$ cat src/hdl/cbo_defs.vh
// constants for the carry-bit and branch execution unit
// assumes a 32-bit ahb-lite bus, one aligned word per register
`ifndef CBO_DEFS_VH
`define CBO_DEFS_VH
// register byte offsets (low 8 address bits are decoded)
`define CBO_OFS_OPND 8'h00
`define CBO_OFS_CCR 8'h04
`define CBO_OFS_TARGET 8'h08
`define CBO_OFS_PC 8'h0c
`define CBO_OFS_CMD 8'h10
`define CBO_OFS_STATUS 8'h14
`define CBO_OFS_RETTOP 8'h18
// flag bit positions in the ccr word
`define CBO_CCR_C 0
`define CBO_CCR_V 1
`define CBO_CCR_Z 2
`define CBO_CCR_N 3
// command word fields
`define CBO_CMD_OP_MSB 4
`define CBO_CMD_OP_LSB 0
`define CBO_CMD_BIT_MSB 10
`define CBO_CMD_BIT_LSB 8
`define CBO_CMD_BSRC 11
`define CBO_CMD_MODE_MSB 13
`define CBO_CMD_MODE_LSB 12
// operand addressing modes
`define CBO_MODE_REG 2'h0
`define CBO_MODE_IND 2'h1
`define CBO_MODE_ABS 2'h2
// operation codes; 5'h10..5'h1f are conditional branches, low nibble is cc
`define CBO_OP_NOP 5'h00
`define CBO_OP_XOR 5'h01
`define CBO_OP_IXOR 5'h02
`define CBO_OP_LD 5'h03
`define CBO_OP_ILD 5'h04
`define CBO_OP_ST 5'h05
`define CBO_OP_IST 5'h06
`define CBO_OP_JMP 5'h08
`define CBO_OP_BSR 5'h09
`define CBO_OP_JSR 5'h0a
`define CBO_OP_RTS 5'h0b
// branch condition codes
`define CBO_CC_RA 4'h0
`define CBO_CC_RN 4'h1
`define CBO_CC_HI 4'h2
`define CBO_CC_LS 4'h3
`define CBO_CC_CC 4'h4
`define CBO_CC_CS 4'h5
`define CBO_CC_NE 4'h6
`define CBO_CC_EQ 4'h7
`define CBO_CC_VC 4'h8
`define CBO_CC_VS 4'h9
`define CBO_CC_PL 4'ha
`define CBO_CC_MI 4'hb
`define CBO_CC_GE 4'hc
`define CBO_CC_LT 4'hd
`define CBO_CC_GT 4'he
`define CBO_CC_LE 4'hf
// status word fields
`define CBO_STS_TAKEN 0
`define CBO_STS_ERR 1
`define CBO_STS_DEP_LSB 8
// misc constants
`define CBO_INSN_BYTES 16'h0002
`define CBO_PC_RST 16'h0000
`define CBO_STK_DEPTH 4'h8
`define CBO_HSIZE_WORD 3'h2
`endif

$ cat src/hdl/cbo_exec_unit.v
// carry-bit operations, branch condition evaluation and call/return
// assumes one ahb-lite master, this slave's hreadyout used as hready
// assumes software loads operand, flags, target and pc before each command
// Functional notes
// - bit xor: carry becomes carry xor selected operand bit
// - inverted bit xor: carry becomes carry xor complement of selected bit
// - bit position comes from 3-bit immediate field, bits 0 to 7
// - bit load: selected bit copied into carry, operand unchanged
// - inverted bit load: complement of selected bit into carry
// - bit store: carry into selected bit, other seven bits kept
// - inverted bit store: complement of carry into selected bit, others kept
// - branch taken only when its condition holds, sixteen conditions, twelve unsigned/flag and four signed
// - signed conditions use n xor v, and z or (n xor v)
// - subroutine call jumps to target and saves the return point
// - carry-bit operand only by register direct, indirect or absolute mode
// - carry-bit operations never take the bit number from a register
`timescale 1ns/10ps
`include "cbo_defs.vh"
module cbo_exec_unit (
    input wire hclk,
    input wire hresetn,
    input wire hsel,
    input wire [31:0] haddr,
    input wire [1:0] htrans,
    input wire hwrite,
    input wire [2:0] hsize,
    input wire [31:0] hwdata,
    input wire hready,
    output reg [31:0] hrdata,
    output reg hreadyout,
    output reg hresp
);

    // register map, one aligned word each: operand byte, flag word (c v z n),
    // branch target, program counter, command (write only, reads zero),
    // status (read only) and the top of the return stack
    // command word: op in the low five bits, the immediate bit number above,
    // then the register bit-source flag and the two-bit addressing mode
    // a command executes at the end of the write data phase that carries it,
    // so a read straight after it already sees its result
    // a refused command sets the error flag, clears the taken flag and leaves the rest alone,
    // the program counter included; software reads status to find out

    // bus state
    // (a write data phase can overlap the next address phase; a read holds the next one off with a wait state)
    reg [7:0] addr_ff;
    reg wr_pend_ff;
    reg rd_pend_ff;
    // architectural state
    // flags are kept as separate bits; the flag word only packs them for software reads and writes
    reg [7:0] opnd_ff;
    reg carry_ff;
    reg ovf_ff;
    reg zero_ff;
    reg neg_ff;
    reg [15:0] target_ff;
    reg [15:0] pc_ff;
    reg taken_ff;
    reg err_ff;
    reg [3:0] sp_ff;
    reg [15:0] stk [0:7];
    // next values from the executing command
    // (combinational, valid only while a command data phase is on the bus)
    reg nxt_carry;
    reg [7:0] nxt_opnd;
    reg [15:0] nxt_pc;
    reg nxt_taken;
    reg nxt_err;
    reg do_push;
    reg do_pop;
    reg [31:0] rd_mux;
    reg cond_ok;

    // address phase qualifiers; upper address bits are not decoded and alias
    wire accept = hsel & htrans[1] & hready;
    wire cmd_wr = wr_pend_ff & (addr_ff == `CBO_OFS_CMD);
    wire [4:0] cmd_op = hwdata[`CBO_CMD_OP_MSB:`CBO_CMD_OP_LSB];
    wire [2:0] cmd_bit = hwdata[`CBO_CMD_BIT_MSB:`CBO_CMD_BIT_LSB];
    wire cmd_bsrc = hwdata[`CBO_CMD_BSRC];
    wire [1:0] cmd_mode = hwdata[`CBO_CMD_MODE_MSB:`CBO_CMD_MODE_LSB];
    wire [3:0] sp_m1 = sp_ff - 4'h1;
    wire [15:0] pc_inc = pc_ff + `CBO_INSN_BYTES;
    // top of stack reads zero when empty so a stale entry never shows
    wire [15:0] stk_top = (sp_ff == 4'h0) ? 16'h0000 : stk[sp_m1[2:0]];
    // the operand byte lives here, not in a register file or memory: the
    // addressing mode is only validated, software moves the byte in and out
    // bit picked from the byte operand by the immediate field
    wire sel_bit = opnd_ff[cmd_bit];
    wire [7:0] bit_mask = 8'h01 << cmd_bit;
    // an illegal mode or bit source is refused whole, never half-executed
    // modes 0..2 only, and the register bit-source flag is refused
    wire bit_ok = (cmd_mode == `CBO_MODE_REG) | (cmd_mode == `CBO_MODE_IND) |
                  (cmd_mode == `CBO_MODE_ABS);
    wire bit_go = bit_ok & ~cmd_bsrc;
    wire nxor = neg_ff ^ ovf_ff;

    // the signed pairs share n xor v, the unsigned hi/ls pair shares c or z
    // branch condition decode from the low nibble of the op
    always @* begin
        case (cmd_op[3:0])
            `CBO_CC_RA: cond_ok = 1'b1;
            `CBO_CC_RN: cond_ok = 1'b0;
            `CBO_CC_HI: cond_ok = ~(carry_ff | zero_ff);
            `CBO_CC_LS: cond_ok = carry_ff | zero_ff;
            `CBO_CC_CC: cond_ok = ~carry_ff;
            `CBO_CC_CS: cond_ok = carry_ff;
            `CBO_CC_NE: cond_ok = ~zero_ff;
            `CBO_CC_EQ: cond_ok = zero_ff;
            `CBO_CC_VC: cond_ok = ~ovf_ff;
            `CBO_CC_VS: cond_ok = ovf_ff;
            `CBO_CC_PL: cond_ok = ~neg_ff;
            `CBO_CC_MI: cond_ok = neg_ff;
            `CBO_CC_GE: cond_ok = ~nxor;
            `CBO_CC_LT: cond_ok = nxor;
            `CBO_CC_GT: cond_ok = ~(zero_ff | nxor);
            `CBO_CC_LE: cond_ok = zero_ff | nxor;
            default: cond_ok = 1'b0;
        endcase
    end

    // command execution; a refused command changes nothing but the error and taken flags
    // defaults describe a plain step: pc moves on one instruction, nothing else
    always @* begin
        nxt_carry = carry_ff;
        nxt_opnd = opnd_ff;
        nxt_pc = pc_inc;
        nxt_taken = 1'b0;
        nxt_err = 1'b0;
        do_push = 1'b0;
        do_pop = 1'b0;
        case (cmd_op)
            `CBO_OP_NOP: begin
                nxt_pc = pc_inc;
            end
            `CBO_OP_XOR: begin
                nxt_carry = carry_ff ^ sel_bit;
                nxt_err = ~bit_go;
            end
            `CBO_OP_IXOR: begin
                nxt_carry = carry_ff ^ ~sel_bit;
                nxt_err = ~bit_go;
            end
            `CBO_OP_LD: begin
                nxt_carry = sel_bit;
                nxt_err = ~bit_go;
            end
            `CBO_OP_ILD: begin
                nxt_carry = ~sel_bit;
                nxt_err = ~bit_go;
            end
            `CBO_OP_ST: begin
                nxt_opnd = (opnd_ff & ~bit_mask) | ({8{carry_ff}} & bit_mask);
                nxt_err = ~bit_go;
            end
            `CBO_OP_IST: begin
                nxt_opnd = (opnd_ff & ~bit_mask) | ({8{~carry_ff}} & bit_mask);
                nxt_err = ~bit_go;
            end
            `CBO_OP_JMP: begin
                // a jump keeps the stack as it is
                nxt_pc = target_ff;
                nxt_taken = 1'b1;
            end
            `CBO_OP_BSR, `CBO_OP_JSR: begin
                // a full return stack refuses the call rather than lose a return point
                nxt_err = (sp_ff == `CBO_STK_DEPTH);
                do_push = ~nxt_err;
                nxt_pc = target_ff;
                nxt_taken = 1'b1;
            end
            `CBO_OP_RTS: begin
                // an empty stack refuses the return rather than jump to a made-up address
                nxt_err = (sp_ff == 4'h0);
                do_pop = ~nxt_err;
                nxt_pc = stk_top;
                nxt_taken = 1'b1;
            end
            default: begin
                // upper half of the op space: conditional branch, condition in the low nibble
                if (cmd_op[4]) begin
                    nxt_taken = cond_ok;
                    nxt_pc = cond_ok ? target_ff : pc_inc;
                end else begin
                    nxt_err = 1'b1;
                end
            end
        endcase
    end

    // ahb-lite slave; reads take one wait state so hrdata is a flop
    // and always sees the result of a write in the previous data phase
    // only whole-word writes are taken; other sizes end okay but change
    // nothing, so a narrow store can never half-update a register
    always @(posedge hclk or negedge hresetn) begin
        if (!hresetn) begin
            addr_ff <= 8'h00;
            wr_pend_ff <= 1'b0;
            rd_pend_ff <= 1'b0;
            hreadyout <= 1'b1;
            hresp <= 1'b0;
            hrdata <= 32'h00000000;
        end else begin
            hresp <= 1'b0;
            if (accept) begin
                addr_ff <= haddr[7:0];
                wr_pend_ff <= hwrite & (hsize == `CBO_HSIZE_WORD);
                rd_pend_ff <= ~hwrite;
                hreadyout <= hwrite;
            end else begin
                wr_pend_ff <= 1'b0;
                rd_pend_ff <= 1'b0;
                hreadyout <= 1'b1;
            end
            if (rd_pend_ff) begin
                hrdata <= rd_mux;
            end
        end
    end

    // read data select; unmapped offsets and the command word read zero
    // reading has no side effects, so a polling loop cannot disturb a command
    always @* begin
        rd_mux = 32'h00000000;
        case (addr_ff)
            `CBO_OFS_OPND: rd_mux[7:0] = opnd_ff;
            `CBO_OFS_CCR: begin
                rd_mux[`CBO_CCR_C] = carry_ff;
                rd_mux[`CBO_CCR_V] = ovf_ff;
                rd_mux[`CBO_CCR_Z] = zero_ff;
                rd_mux[`CBO_CCR_N] = neg_ff;
            end
            `CBO_OFS_TARGET: rd_mux[15:0] = target_ff;
            `CBO_OFS_PC: rd_mux[15:0] = pc_ff;
            `CBO_OFS_STATUS: begin
                rd_mux[`CBO_STS_TAKEN] = taken_ff;
                rd_mux[`CBO_STS_ERR] = err_ff;
                rd_mux[`CBO_STS_DEP_LSB+3:`CBO_STS_DEP_LSB] = sp_ff;
            end
            `CBO_OFS_RETTOP: rd_mux[15:0] = stk_top;
            default: rd_mux = 32'h00000000;
        endcase
    end

    // architectural registers: software writes, or a command commits
    // a software flag write and a command result never meet in one cycle:
    // only one data phase commits per edge
    always @(posedge hclk or negedge hresetn) begin
        if (!hresetn) begin
            opnd_ff <= 8'h00;
            carry_ff <= 1'b0;
            ovf_ff <= 1'b0;
            zero_ff <= 1'b0;
            neg_ff <= 1'b0;
            target_ff <= 16'h0000;
            pc_ff <= `CBO_PC_RST;
            taken_ff <= 1'b0;
            err_ff <= 1'b0;
            sp_ff <= 4'h0;
        end else if (wr_pend_ff) begin
            case (addr_ff)
                `CBO_OFS_OPND: opnd_ff <= hwdata[7:0];
                `CBO_OFS_CCR: begin
                    carry_ff <= hwdata[`CBO_CCR_C];
                    ovf_ff <= hwdata[`CBO_CCR_V];
                    zero_ff <= hwdata[`CBO_CCR_Z];
                    neg_ff <= hwdata[`CBO_CCR_N];
                end
                `CBO_OFS_TARGET: target_ff <= hwdata[15:0];
                `CBO_OFS_PC: pc_ff <= hwdata[15:0];
                `CBO_OFS_CMD: begin
                    err_ff <= nxt_err;
                    taken_ff <= nxt_taken & ~nxt_err;
                    if (!nxt_err) begin
                        carry_ff <= nxt_carry;
                        opnd_ff <= nxt_opnd;
                        pc_ff <= nxt_pc;
                        if (do_push) begin
                            sp_ff <= sp_ff + 4'h1;
                        end
                        if (do_pop) begin
                            sp_ff <= sp_m1;
                        end
                    end
                end
                default: begin
                    opnd_ff <= opnd_ff;
                end
            endcase
        end
    end

    // return stack entries; a push saves the address after the call
    // eight levels deep; the stack pointer counts to eight so full and empty
    // are told apart without a spare flag
    always @(posedge hclk) begin
        if (cmd_wr && do_push && !nxt_err) begin
            stk[sp_ff[2:0]] <= pc_inc;
        end
    end

endmodule // cbo_exec_unit

$ cat config.mk
export PLATFORM = sky130hd
export DESIGN_NAME = cbo_exec_unit
export DESIGN_NICKNAME = d
export VERILOG_FILES = /design/src/hdl/cbo_exec_unit.v
export VERILOG_INCLUDE_DIRS = /design/src /design/src/hdl
export SDC_FILE = /design/constraint.sdc
export NUM_CORES = 1
export LEC_CHECK = 0
export ABC_AREA = 1
export BUFFER_PORTS_ARGS = -buffer_cell sky130_fd_sc_hd__buf_4
export CORE_UTILIZATION = 54
export DETAILED_ROUTE_END_ITERATION = 10
export GPL_TIMING_DRIVEN = 0
export PLACE_DENSITY_LB_ADDON = 0.15
export SYNTH_ARGS = -nofsm -noshare
export SYNTH_HDL_FRONTEND = slang
export SYNTH_SLANG_ARGS = --single-unit
export TNS_END_PERCENT = 10
$ cat constraint.sdc
create_clock -name hclk -period 3.1 [get_ports hclk]
set_input_delay 0.31 -clock hclk [delete_from_list [all_inputs] [get_ports hclk]]
set_output_delay 0.31 -clock hclk [all_outputs]
set_load 0.1 [all_outputs]
# Word-level counts from Yosys, hierarchy flattened
# Memories as Yosys holds them, arrays and structs flattened.
# Cells that the tools add are included.
dict set report op_classes {
  add_sub_neg 3
  n_eq_ne 38
  n_lt_le_gt_ge 1
  n_reduce_logical 25
  n_bitwise 33
  n_shift 1
  n_mux 33
}
# op n
set op_table {}
lappend op_table {{$mux W16} 4}
lappend op_table {{$pmux W16 S3} 1}
lappend op_table {{$eq A4 B4 Y1 const B} 9}
lappend op_table {{$pmux W16 S2} 1}
lappend op_table {{$pmux W4 S4} 2}
lappend op_table {{$pmux W8 S2} 2}
lappend op_table {{$and A8 B8 Y8} 3}
lappend op_table {{$eq A8 B5 Y1 const B} 3}
lappend op_table {{$eq A5 B4 Y1 const B} 4}
lappend op_table {{$add A16 B2 Y16 const B} 1}
lappend op_table {{$eq A4 B3 Y1 const B} 4}
lappend op_table {{$eq A8 B4 Y1 const B} 2}
lappend op_table {{$or A8 B8 Y8} 2}
lappend op_table {{$pmux W1 S16} 1}
lappend op_table {{$eq A5 B3 Y1 const B} 3}
lappend op_table {{$not A1 Y1} 14}
lappend op_table {{$pmux W2 S6} 1}
lappend op_table {{$pmux W4 S3} 1}
lappend op_table {{$reduce_and A4 Y1} 3}
lappend op_table {{$mux W1} 11}
lappend op_table {{$eq A5 B2 Y1 const B} 2}
lappend op_table {{$pmux W2 S5} 1}
lappend op_table {{$eq A4 B2 Y1 const B} 2}
lappend op_table {{$eq A8 B3 Y1 const B} 1}
lappend op_table {{other kinds (35)} 56}
dict set report word_totals {
  register_bits 77
  output_inout_bits 34
  n_memories 1
  wordCells 150
  mem_bits_rw 128
}
# name depth word_bits rd rd_ports_with_merged_regs write_ports line
set memory_table {}
lappend memory_table {stk 8 16 1 0 1 cbo_exec_unit.v:61} ;# reg [15:0] stk [0:7];

# Depth between registers and ports, before layout
# Gate-level depths: netlist of the first run.
dict set report logic_depth {
  depth_word 10
  depth_mapped 16
  ltp_nobuf 15
}

# Worst setup path after synthesis of the first run
# No wires, ideal clock.
dict set report synth_path {
  path_type {flip-flop to flip-flop}
  startpoint {reg sp_ff[0]}
  endpoint {mem stk[4][0], enable pin}
  required_ps 2691
  stages_incl_launch_ff 10
  path_buffers 2
  period_less_slack_ps 3085
  arrival_time_ps 2676
  slack_ps 15
  path_cell_list {dfrtp_1 -> clkinv_1 -> buf_2 -> buf_1 -> ha_1 -> nand3_1 -> nand2_1 -> nor2_1 -> nand2_1 -> nor3_1}
}
dict set report synth_via {
  elab_chain_cells 7
  word_cells_on_any_way 10
}
# element line
set synth_rtl {}
lappend synth_rtl {{start, declared} cbo_exec_unit.v:60} ;# reg [3:0] sp_ff;
lappend synth_rtl {{start signal, assigned} cbo_exec_unit.v:278} ;# sp_ff <= sp_ff + 4'h1;
lappend synth_rtl {{start signal, assigned} cbo_exec_unit.v:281} ;# sp_ff <= sp_m1;
lappend synth_rtl {{parallel branches: the longest is 7 deep, another holds $eq A4 B4 Y1} n/a}
lappend synth_rtl {{end, declared} cbo_exec_unit.v:61}
# Parallel ways; which one is timed is not known.

# Final worst setup path of the first run
dict set report layout_path {
  startpoint {reg sp_ff[0]}
  endpoint {reg pc_ff[14]}
}
dict set report layout_via {
  elab_chain_cells 6
  word_cells_on_any_way 11
}
# element line
set layout_rtl {}
lappend layout_rtl {{$sub A4 B1 Y4} cbo_exec_unit.v:81} ;# wire [3:0] sp_m1 = sp_ff - 4'h1;
lappend layout_rtl {{$mem_v2 Z8 W16} n/a}
lappend layout_rtl {{$mux W16} cbo_exec_unit.v:84} ;# wire [15:0] stk_top = (sp_ff == 4'h0) ? 16'h0000 : stk[sp_m1[2:0]];
lappend layout_rtl {{$pmux W16 S3} cbo_exec_unit.v:131} ;# case (cmd_op)
lappend layout_rtl {{$mux W16} cbo_exec_unit.v:273} ;# if (!nxt_err) begin
lappend layout_rtl {{$pmux W16 S2} cbo_exec_unit.v:260} ;# case (addr_ff)
lappend layout_rtl {{end signal, assigned} cbo_exec_unit.v:255} ;# pc_ff <= `CBO_PC_RST;
lappend layout_rtl {{end signal, assigned} cbo_exec_unit.v:269} ;# `CBO_OFS_PC: pc_ff <= hwdata[15:0];
lappend layout_rtl {{end signal, assigned} cbo_exec_unit.v:276} ;# pc_ff <= nxt_pc;
lappend layout_rtl {{end, declared} cbo_exec_unit.v:57} ;# reg [15:0] pc_ff;
# Parallel ways exist; a longest one is shown, timed or not. The select of a mux whose other input is x is not followed.
# A chain may end at the register's enable or synchronous reset.

==> metrics.yaml, run 1 <==
power_leakage_nw: 5.498
drt-total-wl_um: 30990
finalNonFillerCells: 1505
ant_nets: 0
slew_headroom_pct: 29.39
fin_area_sq_um: 12190
critPathLaunchType: "flop"
cts_htree_levels: 1
ys_ff_latch: 205
drtIter0Drc: 919
grt_overflow: 0
area_growth_pct: 17.51
r2r_start: "sp_ff[0]"
status: "finished with violations"
sequentialPowerShare_pct: 46.8
antenna_found_initial: 0
rsz0062_at_grt: "yes"
total_power_mw: 6.278
layout_commonest_cell: "nand2_1"
cts_root_buffer: "clkbuf_16"
gp_congestion: 0.9636
num_vias: 8750
cts_sinks: 205
grt_usage_pct: 31.88
drive_gt1_share_pct: 14.71
clk_path_buf_depth: 3
clk_latency_ps: 510
combinationalPowerShare_pct: 7.5
mostFrequentLayoutCells: "227 x nand2_1, 169 x nor2_1, 128 x edfxtp_1, 119 x o21ai_0, 83 x inv_1"
dieArea_sq_um: 19760
start_util_pct: 55.26
antenna_cells: 0
via_per_inst: 5.814
reg2reg_depth: 12
yosysSeqAreaShare_pct: 55.65
synthCells: 1148
synth_flop_cell: "edfxtp_1"
rows: 50
tightestPinTransition_ps: 1059
dr.pass1.iters: 7
grt_pass1_vias: 8174
numCtsBuffers: 22
r2r_setup_slack_ps: 120
setup_viol: 0
violations: "negative hold slack"
report.final.slew_viol_count: 0
grt_max_degree: 78
power_density_nw_per_um2: 515.1
dieHeight_um: 140.6
path_clk_slew_ps: 60
cp_max_fo: 11
drc: 0
fin_hold_ws_ps: -36.82
final_nets: 1333
ir_worst_vdd_uv: 434.8
placed_area_sq_um: 11230
detail_route.wl_per_cell_um: 20.59
place_inst: 1455
hold_viol_final: 10
async_reset_ff_share_pct: 37.56
p_clk_share_pct: 45.7
maxCapViolations: 0
fin_worst_skew_ps: 13.22
r2r_end: "pc_ff[14]"
max_freq_ghz: 0.3357
grt_pass1_wl_um: 47070
internal_power_mw: 4.808
period_share_pct: 96.08
endpoint_kind: "flop"
cts_tree: "built"
hpwlAfterDp_um: 22450
arrival_ps: 3430
io_pins: 108
avgSynthCellArea_sq_um: 9.034
cp.required_ps: 3550
die_w_um: 140.6
hold_class: "primary input to asynchronous set/reset pin"
ys_warn_count: 0
core_area_sq_um: 18770
tns_ps: 0
min_period_ps: 2978
ys_types: 48
switching_share_pct: 23.42
p_switching_mw: 1.470
path_class: "flop to flop"
io_buffers: 48
syn-cell-area_sq_um: 10370
synth_edf_count: 128
## area by class of cell
class | instances | area (sq um)
Clock buffer | 24 | 579.3
Sequential cell | 205 | 5772
Multi-Input combinational cell | 800 | 4043
Buffer | 67 | 385.4
Timing Repair Buffer | 67 | 555.5
Tap cell | 234 | 292.8
Inverter | 92 | 346.6
Fill cell | 1566 | 6581
Clock inverter | 16 | 212.7
## Yosys cell counts (3+ instances only)
cell type / number / area [sq um]
a21boi_1: 4 / 30.03
a21oi_1: 44 / 220.2
a31oi_1: 3 / 18.77
a41oi_1: 6 / 52.55
and3_1: 4 / 25.02
buf_1: 4 / 15.01
buf_2: 13 / 65.06
buf_4: 19 / 142.6
buf_6: 3 / 33.78
clkbuf_1: 28 / 105.1
dfrtp_1: 76 / 1902
edfxtp_1: 128 / 3844
ha_1: 4 / 50.05
inv_1: 83 / 311.6
inv_2: 7 / 26.28
mux2_2: 4 / 45.04
nand2_1: 227 / 852.1
nand2_2: 5 / 31.28
nand2_4: 4 / 45.04
nand3_1: 46 / 230.2
nand4_1: 21 / 131.4
nor2_1: 172 / 645.6
nor2_2: 4 / 25.02
nor3_1: 10 / 50.05
o2111ai_1: 4 / 35.03
o211ai_1: 40 / 300.3
o21ai_0: 119 / 595.6
o21ai_1: 13 / 65.06
o22ai_1: 12 / 75.07
xor2_1: 15 / 131.4
## routing by layer
metal  wire length (um)  GRT usage, %
met4               1419         15.16
met2              13900         48.76
met3               2708         5.808
met5                  0             0
met1              12970         44.39
## worst max path at each step
| stage | start | end | slack, ps | depth (start not counted) |
|---|---|---|---|---|
| after floorplan | sp_ff[0] | stk[4][0] | 10 | 9 |
| after global placement | sp_ff[0] | stk[3][3] | -1500 | 9 |
| after detailed placement | sp_ff[0] | hrdata[7] | -500 | 12 |
| after CTS | sp_ff[0] | pc_ff[6] | 70 | 13 |
| after global routing | sp_ff[0] | pc_ff[7] | -9 | 14 |
| final | sp_ff[0] | pc_ff[14] | 120 | 12 |
## metrics by stage
stage          worst slack (ps)  utilization [%]  hold WS [ps]
2_1_floorplan             14.69                -         14.41
3_3_place_gp              -1504            59.06         467.4
3_5_place_dp             -500.5            59.85         467.4
4_1_cts                   66.30            64.65         18.89
5_1_grt                  -9.435            64.93         29.88
6_report                  121.5            64.93        -36.82
## power groups by stage
stage               Sequential (mW)  Clock (mW)  Combinational (mW)
floorplan                      3.04           0               0.277
global placement               2.99           0               0.457
detailed placement             2.99           0               0.461
CTS                            2.94        2.89               0.464
global route                   2.94        2.99               0.503
finish                         2.94        2.87               0.471
## sequential cells by signal (all words and copies together), names as in the netlist, named ones only
name,count
neg_ff,1
carry_ff,1
rd_pend_ff,1
pc_ff,16
zero_ff,1
stk,128
err_ff,1
target_ff,16
wr_pend_ff,1
sp_ff,4
taken_ff,1
hrdata,16
ovf_ff,1
addr_ff,8
hreadyout,1
## worst max-delay path, cell delays in order, from the launching register on
cell	delay (ps)
dfrtp_1	430
clkinv_2	150
buf_2	210
clkbuf_4	240
ha_1	260
nand3_1	240
clkbuf_1	560
nand3_1	330
o22ai_1	220
nor2_1	70
nand2_1	110
nand2_1	60
nand2_1	50
## repair_timing
| action | 4_1_cts | 5_1_grt |
|---|---|---|
| hold endpoints to repair | 2 | 0 |
| hold buffers | 3 | 0 |
| setup endpoints to repair | 109 | 62 |
| setup buffers | 6 | 1 |
| gates resized for setup | 13 | 14 |
| pin swaps | 4 | 2 |
## logic make-up after synthesis
group,count (synthesis),synth area share [%]
DFF,205,55.65
muxes,4,0.4343
adders and majority gates,4,0.4826
buffers and inverters,159,6.816
AOI/OAI and AO/OA,255,14.27
and+or+nand+nor,502,20.61
other,1,0.03616
xor gates and xnor gates,18,1.701
Note: power is estimated with default switching activity, not from simulation.
==> run 2: changes to the inputs <==
- CORE_UTILIZATION: 54 -> 55
- clock period: 3.1 -> 3.55 ns (I/O delays scaled with it)
==> metrics.yaml, run 2 (synthesis gave the netlist of run 1 again) <==
multi_input_area_sq_um: 3988  # -1.4%
critPathLaunchType: "flop"
cp_max_fo: 20  # +9
gp_congestion: 0.9538  # -1.0%
core_area_sq_um: 18210  # -3.0%
finalNonFillerCells: 1488  # -1.1%
hpwlAfterDp_um: 22120  # -1.5%
dieArea_sq_um: 19410  # -1.8%
regArea_sq_um: 5772  # unchanged
cp.required_ps: 3950  # +400 ps
slew_headroom_pct: 29.92  # +0.53 points
power_density_nw_per_um2: 444.6  # -14%
io_pins: 108  # unchanged
ir_worst_vdd_uv: 400.8  # -7.8%
drive_gt1_share_pct: 12.95  # -1.8 points
tightestPinTransition_ps: 1051  # -7.948 ps
maxCapViolations: 0  # unchanged
path_clk_slew_ps: 60  # about the same
mostFrequentLayoutCells: "227 x nand2_1, 170 x nor2_1, 128 x edfxtp_1, 119 x o21ai_0, 83 x inv_1"
layout_commonest_cell: "nand2_1"
grt_usage_pct: 31.79  # -0.095 points
max_stage_delay_ps: 530  # -30 ps
cp_common_cell: "nand2_1"
numCtsBuffers: 22  # unchanged
die_w_um: 139.3  # -0.90%
drt-total-wl_um: 30230  # -2.5%
detail_route.wl_per_cell_um: 20.32  # -1.3%
hold_viol_final: 0  # -10
place_inst: 1449  # -0.41%
num_vias: 8717  # -0.38%
area_growth_pct: 15.20
grt_overflow: 0  # unchanged
cts_tree: "built"
arrival_ps: 3590  # +160 ps
utilization_pct: 65.62  # +0.68 points
rsz0062_at_grt: "no"
rows: 49  # -2.0%
start_util_pct: 56.96  # +1.7 points
cp_cell_sequence: "clkinv_1, buf_2, ha_1, xnor2_4, clkbuf_1, o211ai_1, nand3_1, o21a_1, nand4_1, nand2_1, nand2_1"
setup_viol: 0  # unchanged
p_clk_share_pct: 44.0  # -1.7 points
ant_nets: 0  # unchanged
clk_latency_ps: 510  # about the same
final_nets: 1321  # -0.90%
grt_pass1_wl_um: 46930  # -0.31%
status: "complete, no violations"
cts_htree_levels: 1  # unchanged
via_per_inst: 5.858  # +0.76%
dieHeight_um: 139.3  # -0.90%
hold_class: "primary input to flop"
slowest_stage: "clkbuf_1"
max_freq_ghz: 0.3132  # -6.7%
path_class: "flop to flop"
cts_sinks: 205  # unchanged
internal_power_mw: 4.061  # -16%
antenna_found_initial: 0  # unchanged
fin_worst_skew_ps: 11.85  # -1.364 ps
power_leakage_nw: 5.359  # -2.5%
total_power_mw: 5.312  # -15%
fin_hold_ws_ps: 13.13  # +49.95 ps
fillers: 1501  # -4.2%
io_buffers: 48  # unchanged
largest_reg_flops: 128  # unchanged
endpoint_kind: "flop"
dr.pass1.iters: 6  # -1
drc: 0  # unchanged
cts_root_buffer: "clkbuf_16"
min_period_ps: 3193  # +214.8 ps
sequentialPowerShare_pct: 48.3  # +1.5 points
report.final.slew_viol_count: 0  # unchanged
antenna_cells: 0  # unchanged
p_switching_mw: 1.251  # -15%
switching_share_pct: 23.55  # +0.13 points
combinationalPowerShare_pct: 7.7  # +0.2 points
grt_max_degree: 78  # unchanged
drtIter0Drc: 976  # +6.2%
period_share_pct: 89.95  # -6.1 points
clk_path_buf_depth: 3  # unchanged
grt_pass1_vias: 8203  # +0.35%
run 2: cell types whose count changed in the layout (fill, tap and decap cells not counted), moves of 2 or more:
cell,delta
clkbuf_8,+2
clkinv_2,-3
buf_6,-3
nor3_4,-5
buf_4,-8
clkbuf_1,+10
nor3_2,+5
bufinv_16,-2
dlygate4sd3_1,-3
clkbuf_4,-4
run 2: routing by layer:
metal / GRT usage [%] / part of all wire [%] / vias to the layer above
met5: 0 / 0 / -
met4: 14.33 / 4.4 / 0
met3: 4.955 / 9.6 / 74
met2: 48.16 / 44 / 465
met1: 45.37 / 42 / 4095
li1: - / - / 4083
run 2: final timing paths:
path	startpoint	to	slack, ps	cells after the start
worst max-delay path	sp_ff[0]	pc_ff[12]	360	11
worst min-delay path	hwrite	rd_pend_ff	10	2
worst max register to register	sp_ff[0]	pc_ff[12]	360	11
worst min register to register	zero_ff	zero_ff	490	2
max in group asynchronous	hresetn	pc_ff[7]	2830	1
min in group asynchronous	hresetn	addr_ff[6]	20	1
run 2: worst max-delay path: cells and delay by family (launching register included):
family / cells / cell delay (ps)
xor+xnor: 1 / 340
simple gates: 4 / 480
compound gates: 2 / 470
fa+ha+maj: 1 / 330
buf+inv: 3 / 1040
flops: 1 / 410
run 2: power groups by stage:
| stage | Sequential, mW | Clock [mW] | Combinational, mW |
|---|---|---|---|
| floorplan | 2.65 | 0 | 0.242 |
| global placement | 2.61 | 0 | 0.400 |
| detailed placement | 2.62 | 0 | 0.402 |
| CTS | 2.57 | 2.35 | 0.404 |
| global route | 2.57 | 2.42 | 0.437 |
| finish | 2.57 | 2.34 | 0.408 |
run 2: what timing repair did:
action                                  CTS  global route
endpoints found under the setup margin    1             4
setup buffers                             0             0
pin swaps                                 0             0
hold endpoints to repair                  0             0
gates resized for setup                   0             3
hold buffers                              0             0
run 2: layout make-up:
class	instances	area share (%)
buffer	66	3.016
clock buffer	32	5.090
clock inverter	8	1.058
inverter	92	2.890
multi-input combinational	800	33.38
sequential	205	48.31
tap	229	2.398
timing repair buffer	56	3.864
run 2: stage by stage:
step	area [sq um]	TNS [ps]	setup WS, ps
2_1_floorplan	10430	0	464.7
6_report	11950	0	356.8
4_1_cts	11950	0	263.7
3_5_place_dp	11210	-5.580	-5.580
3_3_place_gp	11080	-89810	-1138
5_1_grt	11950	0	72.62
==> run 3: changes to the inputs <==
- CORE_MARGIN: unset -> 5
==> metrics.yaml, run 3 (synthesis gave the netlist of run 1 again) <==
fin_worst_skew_ps: 13.69  # +1.839 ps
drive_gt1_share_pct: 13.08  # +0.14 points
worstSetupStartpoint: "sp_ff[0]"
rsz0062_at_grt: "no"
dr.pass1.iters: 5  # -1
path_clk_slew_ps: 60  # about the same
io_pins: 108  # unchanged
antenna_cells: 0  # unchanged
min_period_ps: 3285  # +91.51 ps
io_buffers: 48  # unchanged
fillers: 1599  # +6.5%
clk_latency_ps: 510  # about the same
numCtsBuffers: 23  # +4.5%
largest_reg_flops: 128  # unchanged
mostFrequentLayoutCells: "227 x nand2_1, 170 x nor2_1, 128 x edfxtp_1, 119 x o21ai_0, 83 x inv_1"
slew_headroom_pct: 30.63  # +0.72 points
post_cts_buffers: 0  # unchanged
status: "complete, no violations"
report.final.slew_viol_count: 0  # unchanged
arrival_ps: 3670  # +80 ps
cp.required_ps: 3940  # about the same
cts_htree_levels: 1  # unchanged
drt-total-wl_um: 29530  # -2.3%
max_freq_ghz: 0.3044  # -2.8%
power_density_nw_per_um2: 441.3  # -0.76%
cts_tree: "built"
die_w_um: 147.3  # +5.7%
period_share_pct: 92.53  # +2.6 points
critPathLaunchType: "flop"
final_nets: 1323  # +0.15%
utilization_pct: 64.11  # -1.5 points
hold_class: "primary input to asynchronous set/reset pin"
ir_worst_vdd_uv: 294.8  # -26%
r2r_setup_slack_ps: 270  # -90 ps
grt_pass1_vias: 8277  # +0.90%
grt_overflow: 0  # unchanged
area_growth_pct: 15.24  # about the same
finalNonFillerCells: 1495  # +0.47%
drtIter0Drc: 933  # -4.4%
place_inst: 1453  # +0.28%
reg2reg_depth: 11  # unchanged
dieArea_sq_um: 21700  # +12%
rows: 50  # +2.0%
power_leakage_nw: 5.361  # about the same
num_vias: 8706  # -0.13%
maxCapViolations: 0  # unchanged
hpwlAfterDp_um: 21570  # -2.5%
drc: 0  # unchanged
cp_max_fo: 20  # unchanged
post_cts_resized: 0  # unchanged
hold_viol_final: 0  # unchanged
via_per_inst: 5.823  # -0.59%
layout_commonest_cell: "nand2_1"
core_area_sq_um: 18640  # +2.4%
setup_viol: 0  # unchanged
detail_route.wl_per_cell_um: 19.75  # -2.8%
grt_max_degree: 78  # unchanged
cts_root_buffer: "clkbuf_16"
endpoint_kind: "flop"
ant_nets: 0  # unchanged
start_util_pct: 55.63  # -1.3 points
antenna_found_initial: 0  # unchanged
gp_congestion: 0.9583  # +0.47%
grt_usage_pct: 27.17  # -4.6 points
dieHeight_um: 147.3  # +5.7%
path_class: "flop to flop"
crit_end: "pc_ff[13]"
grt_pass1_wl_um: 46610  # -0.68%
tightestPinTransition_ps: 1040  # -10.79 ps
r2r_start: "sp_ff[0]"
cts_sinks: 205  # unchanged
r2r_end: "pc_ff[13]"
clk_path_buf_depth: 3  # unchanged
run 3: cell count changes in the layout (fill, tap and decap cells not counted), sizes merged:
cell and delta:
clkinvlp +1, clkinv +5, dlygate4sd3 +2, clkbuf -5, bufinv -1
run 3: layout make-up:
class                   count  area, sq um  area share (%)
multi-input cells         800         3988           33.36
plain buffers              66        357.8           2.994
repair buffers             57        466.7           3.905
flip-flops and latches    205         5772           48.29
clock buffers              28        604.3           5.057
inverters                  92        345.3           2.889
well taps                 234        292.8           2.450
clock inverters            13        125.1           1.047
run 3: metrics by stage:
stage                     instance area, sq um  total power [mW]  setup WS (ps)  hold WS (ps)  setup TNS [ps]
after CTS                                11950             5.297          309.1         15.20               0
after detailed placement                 11210             3.013          7.275         473.5               0
after global placement                   11080             3.009         -996.1         468.5          -80460
after floorplan                          10430             2.896          464.7         59.41               0
final                                    11950             5.274          265.3         25.04               0
after global routing                     11950             5.438          65.78         21.02               0
run 3: how the worst min path moves through the flow:
stage	from	to	slack [ps]	depth (start not counted)
2_1_floorplan	hresetn	asynchronous set/reset pin	60	0
4_1_cts	hwrite	rd_pend_ff	20	2
3_5_place_dp	hrdata[13]	hrdata[13]	470	1
5_1_grt	hwrite	rd_pend_ff	20	2
6_report	hresetn	pc_ff[8]	30	1
3_3_place_gp	hrdata[13]	hrdata[13]	470	1
run 3: routing by layer:
layer / GRT usage (%) / routed length (um) / vias up
li1: - / - / 4087
met1: 36.40 / 12270 / 4144
met2: 43.89 / 13640 / 388
met3: 3.763 / 2041 / 87
met4: 13.23 / 1567 / 0
met5: 0 / 0 / -
run 3: what timing repair did:
action                     in CTS  in global routing
hold buffers                    2                  0
setup endpoints to repair       1                  0
hold endpoints to repair        1                  0
run 3: worst max-delay path: stages (launching register included):
cell and delay, ps:
dfrtp_1 430, clkinv_1 200, buf_2 320, ha_1 330, xnor2_4 380, clkbuf_1 540, o211ai_1 340, nand3_1 230
o21a_1 120, nand4_1 110, nand2_1 110, nand2_1 50
run 3: power by group:
part / internal, mW / total [mW] / switching [mW]
Clock: 1.36 / 2.30 / 0.945
Combinational: 0.105 / 0.403 / 0.299
Sequential: 2.55 / 2.57 / 0.0187
